`config.mk`:
```
export PLATFORM = sky130hd
export DESIGN_NAME = gpb_ports
export DESIGN_NICKNAME = d
export VERILOG_FILES = /design/src/rtl/gpb_pkg.sv /design/src/rtl/gpb_ports.sv
export SDC_FILE = /design/constraint.sdc
export NUM_CORES = 1
export LEC_CHECK = 0
export ABC_CLOCK_PERIOD_IN_PS = 1370
export BUFFER_PORTS_ARGS = -buffer_cell sky130_fd_sc_hd__buf_4
export CORE_MARGIN = 2
export CORE_UTILIZATION = 40
export CTS_BUF_LIST = sky130_fd_sc_hd__clkbuf_4 sky130_fd_sc_hd__clkbuf_8 sky130_fd_sc_hd__clkbuf_16
export DETAILED_ROUTE_END_ITERATION = 10
export PLACE_DENSITY_LB_ADDON = 0.15
export SLEW_MARGIN = 20
export SYNTH_ARGS = -nofsm -noshare
export SYNTH_HDL_FRONTEND = slang
export SYNTH_SLANG_ARGS = --single-unit
```
`constraint.sdc`:
```
create_clock -name core_clk -period 1.37 [get_ports core_clk]
set_input_delay 0.0685 -clock core_clk [delete_from_list [all_inputs] [get_ports core_clk]]
set_output_delay 0.0685 -clock core_clk [all_outputs]
set_load 0.01 [all_outputs]
```
`src/rtl/gpb_pkg.sv`:
```
package gpb_pkg;
	localparam int unsigned ADDR_W = 16;
	localparam int unsigned DATA_W = 8;
	localparam int unsigned BIDIR_W = 5;
	localparam int unsigned IN_W = 8;
	localparam int unsigned CHSEL_W = 4;
	// register offsets
	localparam logic [15:0] BIDIR_DATA_ADDR = 16'hffdc;
	localparam logic [15:0] INPUT_DATA_ADDR = 16'hffdd;
	localparam logic [15:0] BIDIR_DIR_ADDR = 16'hffec;
	// reset and fixed read values
	localparam logic [7:0] BIDIR_DATA_RST = 8'hc0;
	localparam logic [7:0] BIDIR_DIR_RST = 8'hc0;
	localparam logic [7:0] DIR_READ_VAL = 8'hff;
	localparam logic [7:0] UNMAPPED_VAL = 8'h00;
	localparam logic [1:0] RSVD_HI_VAL = 2'h3;
	localparam logic RSVD_B5_VAL = 1'b0;
	localparam logic [4:0] BIDIR_ZERO = 5'h00;
	localparam logic [7:0] IN_ZERO = 8'h00;
	// channel select: codes below IN_W pick an input port pin
	localparam logic [3:0] CHSEL_IN_LIMIT = 4'h8;

	typedef enum logic [2:0] {
		GPB_MODE_ACTIVE = 3'h0,
		GPB_MODE_SUBACTIVE = 3'h1,
		GPB_MODE_SLEEP = 3'h2,
		GPB_MODE_SUBSLEEP = 3'h3,
		GPB_MODE_WATCH = 3'h4,
		GPB_MODE_STANDBY = 3'h5
	} gpb_mode_e;

	typedef struct packed {
		logic [15:0] addr;
		logic [7:0] wdata;
		logic wr;
		logic rd;
	} gpb_req_s;

	typedef struct packed {
		logic [4:0] out;
		logic [4:0] oe_n;
	} gpb_pin_s;
endpackage

```
`src/rtl/gpb_ports.sv`:
```
`timescale 1ns/10ps
// How it works
// five-pin port, bits 4..0, each pin input or output; flash variant pin 0 input only.
// data register bits 7 and 6 read 1, writes ignored.
// data register bit 5 reads 0, writes ignored.
// flash variant: data bit 0 reads 0, ignores writes.
// direction bit 1: read returns latched data bit.
// direction bit 0: read returns sampled pin level.
// data register resets to c0, data bits zero.
// direction bit 1 drives data onto pin; 0 makes it input.
// direction register resets to c0, all pins inputs.
// direction register write-only, reads all ones.
// five-pin port released in reset, standby; holds in sleep, watch.
// eight-pin input-only port, no drivers or direction control.
// input port read returns current pin levels.
// pin chosen as analog channel reads 0.
// input port pins always high impedance.
// subsleep holds five-pin port state like sleep.
module gpb_ports #(
	parameter bit FLASH_VARIANT = 1'b0
) (
	// clock and reset
	input wire logic core_clk,
	input wire logic rst_n,
	// register port
	input wire gpb_pkg::gpb_req_s bus_req,
	output logic [7:0] bus_rdata,
	// operating mode and analog channel select
	input wire gpb_pkg::gpb_mode_e power_mode,
	input wire logic analog_enable,
	input wire logic [3:0] analog_channel_select,
	// five-pin port
	input wire logic [4:0] bidir_port_pin_in,
	output gpb_pkg::gpb_pin_s bidir_port_pin,
	// input-only port
	input wire logic [7:0] input_port_pin_in
);
	logic [4:0] data_ff;
	logic [4:0] dir_ff;
	logic [4:0] bsync1_ff, bsync2_ff;
	logic [7:0] isync1_ff, isync2_ff;
	logic [4:0] pin_out_ff;
	logic [4:0] pin_oe_n_ff;
	logic [7:0] rdata_ff;
	logic [4:0] nxt_pin_out, nxt_pin_oe_n;
	logic [4:0] bidir_read;
	logic [7:0] input_read;
	logic [7:0] nxt_rdata;
	logic [4:0] wr_mask;
	logic hold_mode, release_mode;

	// writable bits; flash variant drops bit 0
	assign wr_mask = FLASH_VARIANT ? 5'h1e : 5'h1f;

	// pin synchronisers
	always_ff @(posedge core_clk) begin
		bsync1_ff <= bidir_port_pin_in;
		bsync2_ff <= bsync1_ff;
		isync1_ff <= input_port_pin_in;
		isync2_ff <= isync1_ff;
	end

	// data register
	always_ff @(posedge core_clk) begin
		if (!rst_n) begin
			data_ff <= gpb_pkg::BIDIR_DATA_RST[4:0];
		end else if (bus_req.wr && bus_req.addr == gpb_pkg::BIDIR_DATA_ADDR) begin
			data_ff <= bus_req.wdata[4:0] & wr_mask;
		end
	end

	// direction register
	always_ff @(posedge core_clk) begin
		if (!rst_n) begin
			dir_ff <= gpb_pkg::BIDIR_DIR_RST[4:0];
		end else if (bus_req.wr && bus_req.addr == gpb_pkg::BIDIR_DIR_ADDR) begin
			dir_ff <= bus_req.wdata[4:0] & wr_mask;
		end
	end

	// pin drive per mode
	assign hold_mode = (power_mode == gpb_pkg::GPB_MODE_SLEEP) ||
		(power_mode == gpb_pkg::GPB_MODE_SUBSLEEP) ||
		(power_mode == gpb_pkg::GPB_MODE_WATCH);
	assign release_mode = (power_mode == gpb_pkg::GPB_MODE_STANDBY);

	always_comb begin
		nxt_pin_out = pin_out_ff;
		nxt_pin_oe_n = pin_oe_n_ff;
		if (release_mode) begin
			nxt_pin_oe_n = 5'h1f;
		end else if (!hold_mode) begin
			nxt_pin_out = data_ff;
			nxt_pin_oe_n = ~(dir_ff & wr_mask);
		end
	end

	always_ff @(posedge core_clk) begin
		if (!rst_n) begin
			pin_out_ff <= gpb_pkg::BIDIR_ZERO;
			pin_oe_n_ff <= 5'h1f;
		end else begin
			pin_out_ff <= nxt_pin_out;
			pin_oe_n_ff <= nxt_pin_oe_n;
		end
	end

	assign bidir_port_pin.out = pin_out_ff;
	assign bidir_port_pin.oe_n = pin_oe_n_ff;

	// read mux
	always_comb begin
		bidir_read = ((dir_ff & data_ff) | (~dir_ff & bsync2_ff)) & wr_mask;
		input_read = isync2_ff;
		if (analog_enable && analog_channel_select < gpb_pkg::CHSEL_IN_LIMIT) begin
			input_read[analog_channel_select[2:0]] = 1'b0;
		end
		nxt_rdata = gpb_pkg::UNMAPPED_VAL;
		if (bus_req.rd) begin
			unique case (bus_req.addr)
				gpb_pkg::BIDIR_DATA_ADDR: begin
					nxt_rdata = {gpb_pkg::RSVD_HI_VAL, gpb_pkg::RSVD_B5_VAL,
						bidir_read};
				end
				gpb_pkg::INPUT_DATA_ADDR: begin
					nxt_rdata = input_read;
				end
				gpb_pkg::BIDIR_DIR_ADDR: begin
					nxt_rdata = gpb_pkg::DIR_READ_VAL;
				end
				default: begin
					nxt_rdata = gpb_pkg::UNMAPPED_VAL;
				end
			endcase
		end
	end

	always_ff @(posedge core_clk) begin
		if (!rst_n) begin
			rdata_ff <= gpb_pkg::UNMAPPED_VAL;
		end else begin
			rdata_ff <= nxt_rdata;
		end
	end

	assign bus_rdata = rdata_ff;

	// checks on read data
	a_dir_read_ones: assert property (@(posedge core_clk) disable iff (!rst_n)
		bus_req.rd &&
		bus_req.addr == gpb_pkg::BIDIR_DIR_ADDR
		|=> bus_rdata == gpb_pkg::DIR_READ_VAL)
		else $error("direction read not all ones");

	a_data_rsvd_bits: assert property (@(posedge core_clk) disable iff (!rst_n)
		bus_req.rd &&
		bus_req.addr == gpb_pkg::BIDIR_DATA_ADDR
		|=> bus_rdata[7:6] == gpb_pkg::RSVD_HI_VAL)
		else $error("reserved bits 7 and 6 not ones");

	a_bit5_zero: assert property (@(posedge core_clk) disable iff (!rst_n)
		bus_req.rd &&
		bus_req.addr == gpb_pkg::BIDIR_DATA_ADDR
		|=> bus_rdata[5] == gpb_pkg::RSVD_B5_VAL)
		else $error("bit 5 not zero");

	a_flash_bit0: assert property (@(posedge core_clk) disable iff (!rst_n)
		FLASH_VARIANT && bus_req.rd &&
		bus_req.addr == gpb_pkg::BIDIR_DATA_ADDR
		|=> !bus_rdata[0])
		else $error("flash bit 0 not zero");

	a_out_readback: assert property (@(posedge core_clk) disable iff (!rst_n)
		bus_req.rd &&
		bus_req.addr == gpb_pkg::BIDIR_DATA_ADDR
		|=> ((bus_rdata[4:0] ^ $past(data_ff)) & $past(dir_ff & wr_mask)) == 5'h00)
		else $error("output readback not latched data");

	a_in_readback: assert property (@(posedge core_clk) disable iff (!rst_n)
		bus_req.rd &&
		bus_req.addr == gpb_pkg::BIDIR_DATA_ADDR
		|=> ((bus_rdata[4:0] ^ $past(bsync2_ff)) & $past(~dir_ff & wr_mask)) == 5'h00)
		else $error("input readback not pin level");

	a_input_level: assert property (@(posedge core_clk) disable iff (!rst_n)
		bus_req.rd && !analog_enable &&
		bus_req.addr == gpb_pkg::INPUT_DATA_ADDR
		|=> bus_rdata == $past(isync2_ff))
		else $error("input port read wrong");

	a_analog_zero: assert property (@(posedge core_clk) disable iff (!rst_n)
		bus_req.rd && bus_req.addr == gpb_pkg::INPUT_DATA_ADDR &&
		analog_enable && analog_channel_select < gpb_pkg::CHSEL_IN_LIMIT
		|=> !bus_rdata[$past(analog_channel_select[2:0])])
		else $error("analog pin not zero");

	a_analog_others: assert property (@(posedge core_clk) disable iff (!rst_n)
		bus_req.rd && bus_req.addr == gpb_pkg::INPUT_DATA_ADDR &&
		analog_enable && analog_channel_select < gpb_pkg::CHSEL_IN_LIMIT
		|=> ((bus_rdata ^ $past(isync2_ff)) & ~(8'h01 << $past(analog_channel_select[2:0]))) == 8'h00)
		else $error("non-analog pins of input port read wrong");

	a_analog_off_range: assert property (@(posedge core_clk) disable iff (!rst_n)
		bus_req.rd && bus_req.addr == gpb_pkg::INPUT_DATA_ADDR &&
		analog_enable && analog_channel_select >= gpb_pkg::CHSEL_IN_LIMIT
		|=> bus_rdata == $past(isync2_ff))
		else $error("input port zeroed for channel outside port");

	a_rdata_idle: assert property (@(posedge core_clk) disable iff (!rst_n)
		!bus_req.rd &&
		rst_n
		|=> bus_rdata == gpb_pkg::UNMAPPED_VAL)
		else $error("read data not cleared after read cycle");

	a_unmapped_read: assert property (@(posedge core_clk) disable iff (!rst_n)
		bus_req.rd && bus_req.addr != gpb_pkg::BIDIR_DATA_ADDR &&
		bus_req.addr != gpb_pkg::INPUT_DATA_ADDR && bus_req.addr != gpb_pkg::BIDIR_DIR_ADDR
		|=> bus_rdata == gpb_pkg::UNMAPPED_VAL)
		else $error("unmapped read not zero");

	// checks on register state
	a_data_write: assert property (@(posedge core_clk) disable iff (!rst_n)
		bus_req.wr &&
		bus_req.addr == gpb_pkg::BIDIR_DATA_ADDR
		|=> data_ff == ($past(bus_req.wdata[4:0]) & wr_mask))
		else $error("data register write lost");

	a_data_keep: assert property (@(posedge core_clk) disable iff (!rst_n)
		!(bus_req.wr &&
		bus_req.addr == gpb_pkg::BIDIR_DATA_ADDR)
		|=> $stable(data_ff))
		else $error("data register changed without write");

	a_dir_write: assert property (@(posedge core_clk) disable iff (!rst_n)
		bus_req.wr &&
		bus_req.addr == gpb_pkg::BIDIR_DIR_ADDR
		|=> dir_ff == ($past(bus_req.wdata[4:0]) & wr_mask))
		else $error("direction register write lost");

	a_dir_keep: assert property (@(posedge core_clk) disable iff (!rst_n)
		!(bus_req.wr &&
		bus_req.addr == gpb_pkg::BIDIR_DIR_ADDR)
		|=> $stable(dir_ff))
		else $error("direction register changed without write");

	a_flash_no_store: assert property (@(posedge core_clk) disable iff (!rst_n)
		FLASH_VARIANT &&
		rst_n
		|-> !data_ff[0] && !dir_ff[0])
		else $error("flash bit 0 stored");

	a_reset_values: assert property (@(posedge core_clk)
		!rst_n
		|=> data_ff == gpb_pkg::BIDIR_DATA_RST[4:0] && bus_rdata == gpb_pkg::UNMAPPED_VAL)
		else $error("data reset value wrong");

	a_reset_dir: assert property (@(posedge core_clk)
		!rst_n
		|=> dir_ff == gpb_pkg::BIDIR_DIR_RST[4:0])
		else $error("direction reset value wrong");

	// checks on pin drive
	a_reset_float: assert property (@(posedge core_clk)
		!rst_n
		|=> pin_oe_n_ff == 5'h1f)
		else $error("pins driven in reset");

	a_standby_float: assert property (@(posedge core_clk) disable iff (!rst_n)
		release_mode
		|=> bidir_port_pin.oe_n == 5'h1f)
		else $error("pins driven in standby");

	a_hold_state: assert property (@(posedge core_clk) disable iff (!rst_n)
		hold_mode ##1
		hold_mode
		|-> $stable(pin_oe_n_ff) && $stable(pin_out_ff))
		else $error("pins changed in hold mode");

	a_drive_active: assert property (@(posedge core_clk) disable iff (!rst_n)
		power_mode == gpb_pkg::GPB_MODE_ACTIVE
		|=> pin_oe_n_ff == ~($past(dir_ff) & wr_mask))
		else $error("direction not applied");

	a_drive_subactive: assert property (@(posedge core_clk) disable iff (!rst_n)
		power_mode == gpb_pkg::GPB_MODE_SUBACTIVE
		|=> pin_oe_n_ff == ~($past(dir_ff) & wr_mask))
		else $error("direction not applied in subactive");

	a_drive_value: assert property (@(posedge core_clk) disable iff (!rst_n)
		!hold_mode &&
		!release_mode
		|=> pin_out_ff == $past(data_ff))
		else $error("pin drive not data register");

	a_flash_pin0: assert property (@(posedge core_clk) disable iff (!rst_n)
		FLASH_VARIANT &&
		rst_n
		|-> pin_oe_n_ff[0])
		else $error("flash bit 0 pin driven");

	// checks on pin synchronisers
	a_bidir_sync: assert property (@(posedge core_clk) disable iff (!rst_n)
		rst_n &&
		$past(rst_n, 2)
		|-> bsync2_ff == $past(bidir_port_pin_in, 2))
		else $error("five-pin synchroniser wrong");

	a_input_sync: assert property (@(posedge core_clk) disable iff (!rst_n)
		rst_n &&
		$past(rst_n, 2)
		|-> isync2_ff == $past(input_port_pin_in, 2))
		else $error("input port synchroniser wrong");
endmodule

```
==> metrics.csv, run 1 <==
metric;value;unit
die_w;71.3;µm
crit_start;bus_req[15];
yosys.area.top_type;dfxtp_1;
hold_viol_final;0;
most-common-layout-cells;buf_4 (64), dfxtp_1 (54), nand2_1 (32);
clk_pin_slew_worst_paths;100;ps
finalMaxSlewViolations;0;
syn_nets;208;
ys_ff_latch;54;
min_from;bus_req[4];
syn_avg_cell_area;11.4;µm²
ir_drop;0.775;mV
fin_total_pwr;2.75;mW
dieArea;0.00509;mm²
core-area;0.00435;mm²
first_pass_iters;4;
h-tree-depth;2;
clock_skew;5.05;ps
p_sw_share;22.8;%
cts_root_buf;clkbuf_8;
clockBufferDepth;2;
hold_ws;32.9;ps
pwr-share-clk;32.6;%
synth_area;0.00181;mm²
grt_pass1_vias;1463;
setup_viol;0;
crit_fanout;5;
p_seq_share;58.9;%
pre_cts_ws;72.8;ps
cts_buffers;5;
grt_max_degree;27;
cts_tree;done;
synth_cells;159;
die_y;71.3;µm
track_usage;16.2;%
postRouteAntennaNets;0;
clkLatencyLatePin;300;ps
seq_area_frac_synth;59.6;%
leakage;1.12;nW
relSlewSlack;73.4;%
initial_utilization;41.7;%
status;completed;
drt_iter0_markers;57;
fmax;1040;MHz
fin_cells;293;
yosys.area.top_type_share;59.6;%
drive_above_1_share;33.2;%
critPathKind;in -> reg;
postCtsSetupBuffers;0;
routed_wl;3820;µm
worstMarginPinSlew;398;ps
final_common_cell;buf_4;
power_frac_comb;8.5;%
ioPinCount;67;
synth_area_leaders;dfxtp_1 (60%), mux2i_1 (11%), nand2_1 (6.6%), o221ai_1 (2.4%), o21ai_0 (2.2%);
post-dp-hpwl;2900;µm
grt_overflow;0;
cp.required;1560;ps
min_path_cells;3;
via_per_inst;4.96;
io_buffers;63;
drc;0;
startpoint_type;primary input;
finalNetCount;289;
yosysUniqueCellTypes;29;
rsz0062_at_grt;false;
r2r_cells;2;
finalSetupTns;0;ps
power.density;1070;mW/mm²
layout_setup_ws;407;ps
r2r-start;dir_ff[1];
ys_warn_count;0;
maxCapViolations;0;
area_growth_syn_to_layout;41.7;%
worstPathArrival;1150;ps
grt_pass1_wl;6540;µm
std_cell_rows;24;
min_path_type;in -> reg;
cts.sinks;54;
worst_setup_path_end_kind;register;
antenna_found_initial;0;
p_sw;0.627;mW
diodes;0;
gp_congestion;0.798;
p_int;2.12;mW
post-route-period-util;70.3;%
cts.repair.resized;0;
placed_cells;272;
num_vias;1452;
min_period;963;ps
avgRoutedWirePerCell;13.1;µm
cell type report:
| class | count | area, µm² |
|---|---|---|
| Tap cell | 52 | 65.1 |
| Clock buffer | 5 | 68.8 |
| Multi-Input combinational cell | 101 | 717 |
| Timing Repair Buffer | 77 | 611 |
| Clock inverter | 3 | 25.0 |
| Inverter | 1 | 3.75 |
| Fill cell | 370 | 1780 |
| Sequential cell | 54 | 1080 |
kinds of logic after synthesis:
logic type / share of synthesized area [%]
simple gates: 19.2
compound gates: 7.79
xor+xnor: 1.52
flops: 59.6
buf+inv: 0.896
mux: 11.0
registers in the layout, indices dropped and copies added (netlist names):
| register | count |
|---|---|
| bsync1_ff | 5 |
| isync2_ff | 8 |
| pin_oe_n_ff | 5 |
| isync1_ff | 8 |
| bsync2_ff | 5 |
| data_ff | 5 |
| pin_out_ff | 5 |
| bus_rdata | 8 |
| dir_ff | 5 |
power groups by stage:
stage | clock network, mW | logic (mW) | registers, mW
finish | 0.896 | 0.234 | 1.62
detailed placement | 0 | 0.205 | 1.66
global placement | 0 | 0.200 | 1.66
global route | 0.993 | 0.255 | 1.62
CTS | 0.920 | 0.235 | 1.62
floorplan | 0 | 0.0744 | 1.65
per-stage QoR:
| stage | instance area, µm² | utilization, % |
|---|---|---|
| after floorplan | 1810 | - |
| after global placement | 2350 | 53.9 |
| after detailed placement | 2350 | 53.9 |
| after CTS | 2570 | 59.1 |
| after global routing | 2570 | 59.1 |
| final | 2570 | 59.1 |
worst paths after layout:
check            endpoint  slack [ps]
max            data_ff[3]         410
max reg2reg  bus_rdata[1]         460
min            data_ff[2]          30
min reg2reg  isync2_ff[1]         330
critical path, cell delays in order:
cell      delay [ps]
buf_4            110
nand4b_1         270
nor4_1           250
nand2_1          260
mux2i_1          180
Yosys cell counts:
master	n
a21oi_1	4
buf_2	1
clkbuf_1	2
dfxtp_1	54
inv_1	1
mux2i_1	20
nand2_1	32
nand2_2	1
nand2b_1	2
nand3_1	1
nand3b_1	1
nand4_2	1
nand4_4	1
nand4b_1	3
nand4bb_4	1
nor2_1	3
nor2b_1	5
nor3_1	2
nor3b_1	1
nor4_1	1
nor4_2	1
nor4_4	1
o211ai_1	2
o21a_1	1
o21ai_0	8
o221ai_1	5
o31ai_1	2
or3b_2	1
xnor2_4	1
layer usage:
| layer | share of wire (%) | up-vias | global-route usage (%) |
|---|---|---|---|
| met2 | 50 | 52 | 26.9 |
| met4 | 2.7 | 0 | 6.50 |
| met5 | 0 | - | 0 |
| met1 | 40 | 672 | 19.1 |
| li1 | - | 716 | - |
| met3 | 7.2 | 12 | 5.77 |
timing repair:
item / CTS / global route
hold buffers: 13 / 0
endpoints found under the hold margin: 13 / 0
endpoints found under the setup margin: 0 / 0
Note: power is estimated with default switching activity, not from simulation.
==> run 2: changes to the inputs <==
--- a/config.mk
+++ b/config.mk
@@ -5,7 +5,8 @@
 export SDC_FILE = /design/constraint.sdc
 export NUM_CORES = 1
 export LEC_CHECK = 0
-export ABC_CLOCK_PERIOD_IN_PS = 1370
+export ABC_AREA = 1
+export ABC_CLOCK_PERIOD_IN_PS = 800
 export BUFFER_PORTS_ARGS = -buffer_cell sky130_fd_sc_hd__buf_4
 export CORE_MARGIN = 2
 export CORE_UTILIZATION = 40
==> constraint.sdc (replaced) <==
create_clock -name core_clk -period 0.8 [get_ports core_clk]
set_input_delay 0.04 -clock core_clk [delete_from_list [all_inputs] [get_ports core_clk]]
set_output_delay 0.04 -clock core_clk [all_outputs]
set_load 0.01 [all_outputs]
==> metrics.csv, run 2 <==
metric;value;unit;change
status;complete, but fails checks;;
violations;negative setup slack;;
hold_viol_final;0;;unchanged
min_from;rst_n;;
drc;0;;unchanged
crit_fanout;3;;-2
io_buffers;63;;unchanged
yosys.area.top_type_share;51.0;%;-8.6 points
first_pass_iters;4;;unchanged
post-route-period-util;104;%;
maxCapViolations;0;;unchanged
relSlewSlack;80.0;%;+6.6 points
most-common-layout-cells;buf_4 (62), nor2_1 (41), nand2_1 (40);;
grt.met3_usage;3.29;%;-2.5 points
critPathKind;reg -> reg;;
grt_pass1_vias;1640;;+12%
via_per_inst;4.23;;-15%
ys_warn_count;0;;unchanged
yosysMostFrequentCell;dfxtp_1;;
die_y;76.8;µm;+7.6%
grt_max_degree;17;;-37%
synth-edff-count;0;;unchanged
std_cell_rows;26;;+8.3%
ir_drop;0.912;mV;+18%
clkLatencyLatePin;310;ps;about the same
startpoint_type;register;;
clock_skew;10.9;ps;+5.86 ps
fin_total_pwr;5.60;mW;+100%
routed_wl;4170;µm;+9.0%
ioPinCount;67;;unchanged
diodes;0;;unchanged
post-dp-hpwl;3170;µm;+9.4%
grtUsageMet1;19.8;%;+0.68 points
synthArstFlopShare;0;%;unchanged
power.density;1740;mW/mm²;+62%
fmax;1200;MHz;
final_common_cell;buf_4;;
postRouteAntennaNets;0;;unchanged
clk_pin_slew_worst_paths;100;ps;about the same
num_vias;1782;;+23%
min_period;831;ps;
core-area;0.00511;mm²;+17%
die_w;76.8;µm;+7.6%
dieArea;0.00589;mm²;+16%
track_usage;15.2;%;-0.97 points
ys_ff_latch;54;;unchanged
gp_congestion;0.839;;+5.1%
yosysUniqueCellTypes;22;;-24%
grt_pass1_wl;7220;µm;+10%
drive_above_1_share;46.4;%;+13 points
h-tree-depth;2;;unchanged
syn_nets;303;;+46%
fillers;466;;+26%
min_path_type;in -> reg;;
worstMarginPinSlew;300;ps;-98.6 ps
cts_root_buf;clkbuf_8;;
finalMaxSlewViolations;0;;unchanged
grt.met2_usage;24.3;%;-2.6 points
top_usage_layer;met2;;
placed_area;0.00278;mm²;+18%
yosys_most_used_dff;dfxtp_1;;
initial_utilization;41.5;%;-0.19 points
setup_viol;5;;+5
hold_ws;4.05;ps;-28.9 ps
fin_area;0.00322;mm²;+25%
area_growth_syn_to_layout;52.2;%;
cts.sinks;54;;unchanged
rsz0062_at_grt;true;;
cp.required;1050;ps;-510 ps
synth_area_leaders;dfxtp_1 (51%), nand2_1 (8.3%), nor2_1 (7.6%), inv_1 (5.7%), nand3_1 (5.4%);;
yosys.area.top_type;dfxtp_1;;
synthTopCellsByCount;dfxtp_1 (54), nand2_1 (47), nor2_1 (43), inv_1 (32), nand3_1 (23);;
crit_start;dir_ff[3];;
finalNetCount;399;;+38%
worstPathArrival;1080;ps;-70 ps
cts_tree;done;;
leakage;1.64;nW;+46%
layout_setup_ws;-31.0;ps;-438 ps
antenna_found_initial;0;;unchanged
grt_overflow;0;;unchanged
worst_setup_path_end_kind;register;;
cts_buffers;5;;unchanged
synth_cells;254;;+60%
avgRoutedWirePerCell;9.90;µm;-24%
r2r-start;dir_ff[3];;
seq_area_frac_synth;51.0;%;-8.6 points
syn_avg_cell_area;8.34;µm²;-27%
pre_cts_ws;-199;ps;-272 ps
synth_area;0.00212;mm²;+17%
drt_iter0_markers;52;;-8.8%
clockBufferDepth;2;;unchanged
finalSetupTns;-82.5;ps;-82.5 ps
==> run 2: path summary, 6_finish.rpt <==
kind / cells past startpoint / end / slack, ps
worst min register to register: 0 / bsync2_ff[2] / 330
worst max-delay path: 5 / bus_rdata[3] / -30
worst max register to register: 5 / bus_rdata[3] / -30
worst min-delay path: 3 / pin_out_ff[0] / 4
==> run 2: area by class of cell <==
cell class,instances,area [µm²],share of cell area [%]
clock inverters,2,60.1,1.86
well taps,70,87.6,2.72
inverters,37,149,4.62
clock buffers,6,82.6,2.56
multi-input cells,160,935,29.0
repair buffers,92,787,24.4
flip-flops and latches,54,1120,34.8
==> run 2: routing by layer <==
metal,share of wire [%],vias to the layer above
met5,0,-
met4,2.0,0
met3,5.1,7
met2,46,49
met1,47,752
li1,-,974
==> run 2: worst max-delay path: stages, from the launching register on <==
cell and delay [ps]:
dfxtp_4 370, o21ai_2 150, nand3_1 100, nand3_2 80
nand2_1 50, inv_1 40
==> run 2: metrics by stage <==
stage / util, % / cells
floorplan: - / 254
global placement: 54.4 / 397
detailed placement: 54.4 / 397
CTS: 61.8 / 419
global route: 63.1 / 421
finish: 63.1 / 421
==> run 2: timing repair <==
item,4_1_cts,5_1_grt
pin swaps,19,13
hold buffers,13,0
endpoints found under the hold margin,13,0
gates resized for setup,45,24
setup buffers,1,3
endpoints found under the setup margin,16,27
==> run 2: cell families (layout without fill, tap and decap cells) <==
logic type / after synthesis / count (layout) / share of synthesized area (%)
flip-flops: 54 / 54 / 51.0
AO/OA/AOI/OAI: 22 / 22 / 6.44
buffers and inverters: 40 / 137 / 7.50
AND/OR/NAND/NOR: 138 / 138 / 35.0
==> run 2: power breakdown <==
group          switching [mW]  total (mW)  internal (mW)
Sequential             0.0362        2.82           2.79
Combinational           0.269       0.603          0.334
Clock                   0.836        2.17           1.33
==> run 3: changes to the inputs <==
--- a/config.mk
+++ b/config.mk
@@ -7,11 +7,11 @@
 export LEC_CHECK = 0
 export ABC_AREA = 1
 export ABC_CLOCK_PERIOD_IN_PS = 800
-export BUFFER_PORTS_ARGS = -buffer_cell sky130_fd_sc_hd__buf_4
 export CORE_MARGIN = 2
 export CORE_UTILIZATION = 40
 export CTS_BUF_LIST = sky130_fd_sc_hd__clkbuf_4 sky130_fd_sc_hd__clkbuf_8 sky130_fd_sc_hd__clkbuf_16
 export DETAILED_ROUTE_END_ITERATION = 10
+export DONT_BUFFER_PORTS = 1
 export PLACE_DENSITY_LB_ADDON = 0.15
 export SLEW_MARGIN = 20
 export SYNTH_ARGS = -nofsm -noshare
==> metrics.csv, run 3 (synthesis results as in run 2) <==
metric;value;unit;change
cts_buffers;5;;unchanged
core-area;0.00511;mm²;unchanged
cp.required;1020;ps;-30 ps
fin_area;0.00260;mm²;-19%
post-dp-hpwl;3050;µm;-3.7%
pwr-share-clk;31.3;%;-7.5 points
min_period;849;ps;+18.1 ps
status;complete, but fails checks;;
maxCapViolations;0;;unchanged
avgRoutedWirePerCell;11.5;µm;+16%
die_y;76.8;µm;unchanged
power_frac_comb;7.2;%;-3.6 points
gp_congestion;0.801;;-4.5%
post-route-period-util;106;%;+2.3 points
worst_setup_path_end_kind;register;;
violations;negative hold slack, negative setup slack;;
dieArea;0.00589;mm²;unchanged
io_buffers;0;;-100%
relSlewSlack;70.4;%;-9.6 points
leakage;1.28;nW;-22%
grt_pass1_vias;1496;;-8.8%
h-tree-depth;2;;unchanged
cp_slowest_cell;dfxtp_4;;
fillers;527;;+13%
grt_pass1_wl;6620;µm;-8.2%
initial_utilization;41.5;%;unchanged
most-common-layout-cells;nand2_1 (42), nor2_1 (42), dfxtp_1 (40);;
rsz0062_at_grt;true;;
clk_pin_slew_worst_paths;90;ps;about the same
clkLatencyLatePin;290;ps;-20 ps
placed_area;0.00229;mm²;-18%
power.density;1770;mW/mm²;+2.1%
p_int;3.60;mW;-19%
hold_viol_final;20;;+20
grt_overflow;0;;unchanged
layout.area.seq;0.00110;mm²;-1.7%
multi_input_area;926;µm²;-0.94%
first_pass_iters;4;;unchanged
via_per_inst;4.46;;+5.4%
grt_max_degree;18;;+1
fmax;1180;MHz;-2.1%
cts.sinks;54;;unchanged
setup_viol;3;;-2
finalNetCount;334;;-16%
p_seq_share;61.5;%;+11 points
die_w;76.8;µm;unchanged
postRouteAntennaNets;0;;unchanged
cts_root_buf;clkbuf_8;;
p_sw;1.00;mW;-12%
layout_setup_ws;-49.1;ps;-18.1 ps
worstPathArrival;1070;ps;about the same
p_sw_share;21.8;%;+1.4 points
area_growth_syn_to_layout;22.6;%;
diodes;0;;unchanged
drive_above_1_share;27.1;%;-19 points
finalMaxSlewViolations;0;;unchanged
drc;0;;unchanged
critPathBufInv;2;;+1
clockBufferDepth;2;;unchanged
num_vias;1580;;-11%
crit_fanout;4;;+1
fin_cells;354;;-16%
ir_drop;0.749;mV;-18%
critPathTopFamily;flip-flops;;
clock_skew;5.30;ps;-5.61 ps
ctsHoldBuffers;14;;+1
placed_cells;332;;-16%
worstMarginPinSlew;441;ps;+142 ps
min_path_type;in -> reg;;
track_usage;14.2;%;-0.98 points
slowest_delay;380;ps;about the same
routed_wl;4070;µm;-2.4%
ioPinCount;67;;unchanged
critPathKind;reg -> reg;;
crit_path_cell_trace;buf_4, buf_4, o211ai_1;;
drt_iter0_markers;50;;-3.8%
antenna_found_initial;0;;unchanged
cp_common_cell;buf_4;;
std_cell_rows;26;;unchanged
hold_ws;-149;ps;-153 ps
cts_tree;done;;
startpoint_type;register;;
[run 3: timing repair]
| item | in CTS | in global routing |
|---|---|---|
| endpoints found under the hold margin | 34 | 20 |
| setup endpoints to repair | 6 | 10 |
| gates resized for setup | 17 | 20 |
| setup buffers | 2 | 1 |
| pin swaps | 9 | 13 |
[run 3: metrics by stage]
step	utilization (%)	total power, mW	worst slack (ps)	hold slack (ps)	TNS (ps)
global placement	44.8	3.16	-190	67.8	-1340
detailed placement	44.8	3.17	-161	67.8	-1510
global route	50.9	4.84	-105	-170	-401
CTS	50.0	4.67	-40.2	-163	-75.8
floorplan	-	3.12	4.71	67.7	0
finish	50.9	4.61	-49.1	-149	-142
[run 3: final timing paths]
| path | cells past startpoint | endpoint | startpoint | slack, ps |
|---|---|---|---|---|
| max | 3 | pin_oe_n_ff[3] | dir_ff[3] | -50 |
| min reg2reg | 0 | bsync2_ff[3] | bsync1_ff[3] | 330 |
| min | 2 | data_ff[3] | rst_n | -150 |
| max reg2reg | 3 | pin_oe_n_ff[3] | dir_ff[3] | -50 |
[run 3: final cells by class]
| type | instances | area share [%] |
|---|---|---|
| inverter | 37 | 5.73 |
| timing repair buffer | 27 | 9.59 |
| tap | 70 | 3.37 |
| multi-input combinational | 160 | 35.6 |
| sequential | 54 | 42.5 |
| clock buffer | 6 | 3.18 |
[run 3: routing by layer]
layer	up-vias	global-route usage [%]	part of all wire [%]	routed length, µm
met5	-	0	0	0
met1	684	18.9	49	1980
met2	49	22.0	45	1820
met4	0	6.00	1.4	57
met3	4	3.65	5.3	217
li1	843	-	-	-
[run 3: power by group through the flow]
stage	clock, mW	sequential [mW]	combinational [mW]
after detailed placement	0	2.90	0.267
after global placement	0	2.90	0.265
after CTS	1.51	2.83	0.328
after global routing	1.62	2.85	0.375
after floorplan	0	2.89	0.231
final	1.44	2.83	0.331
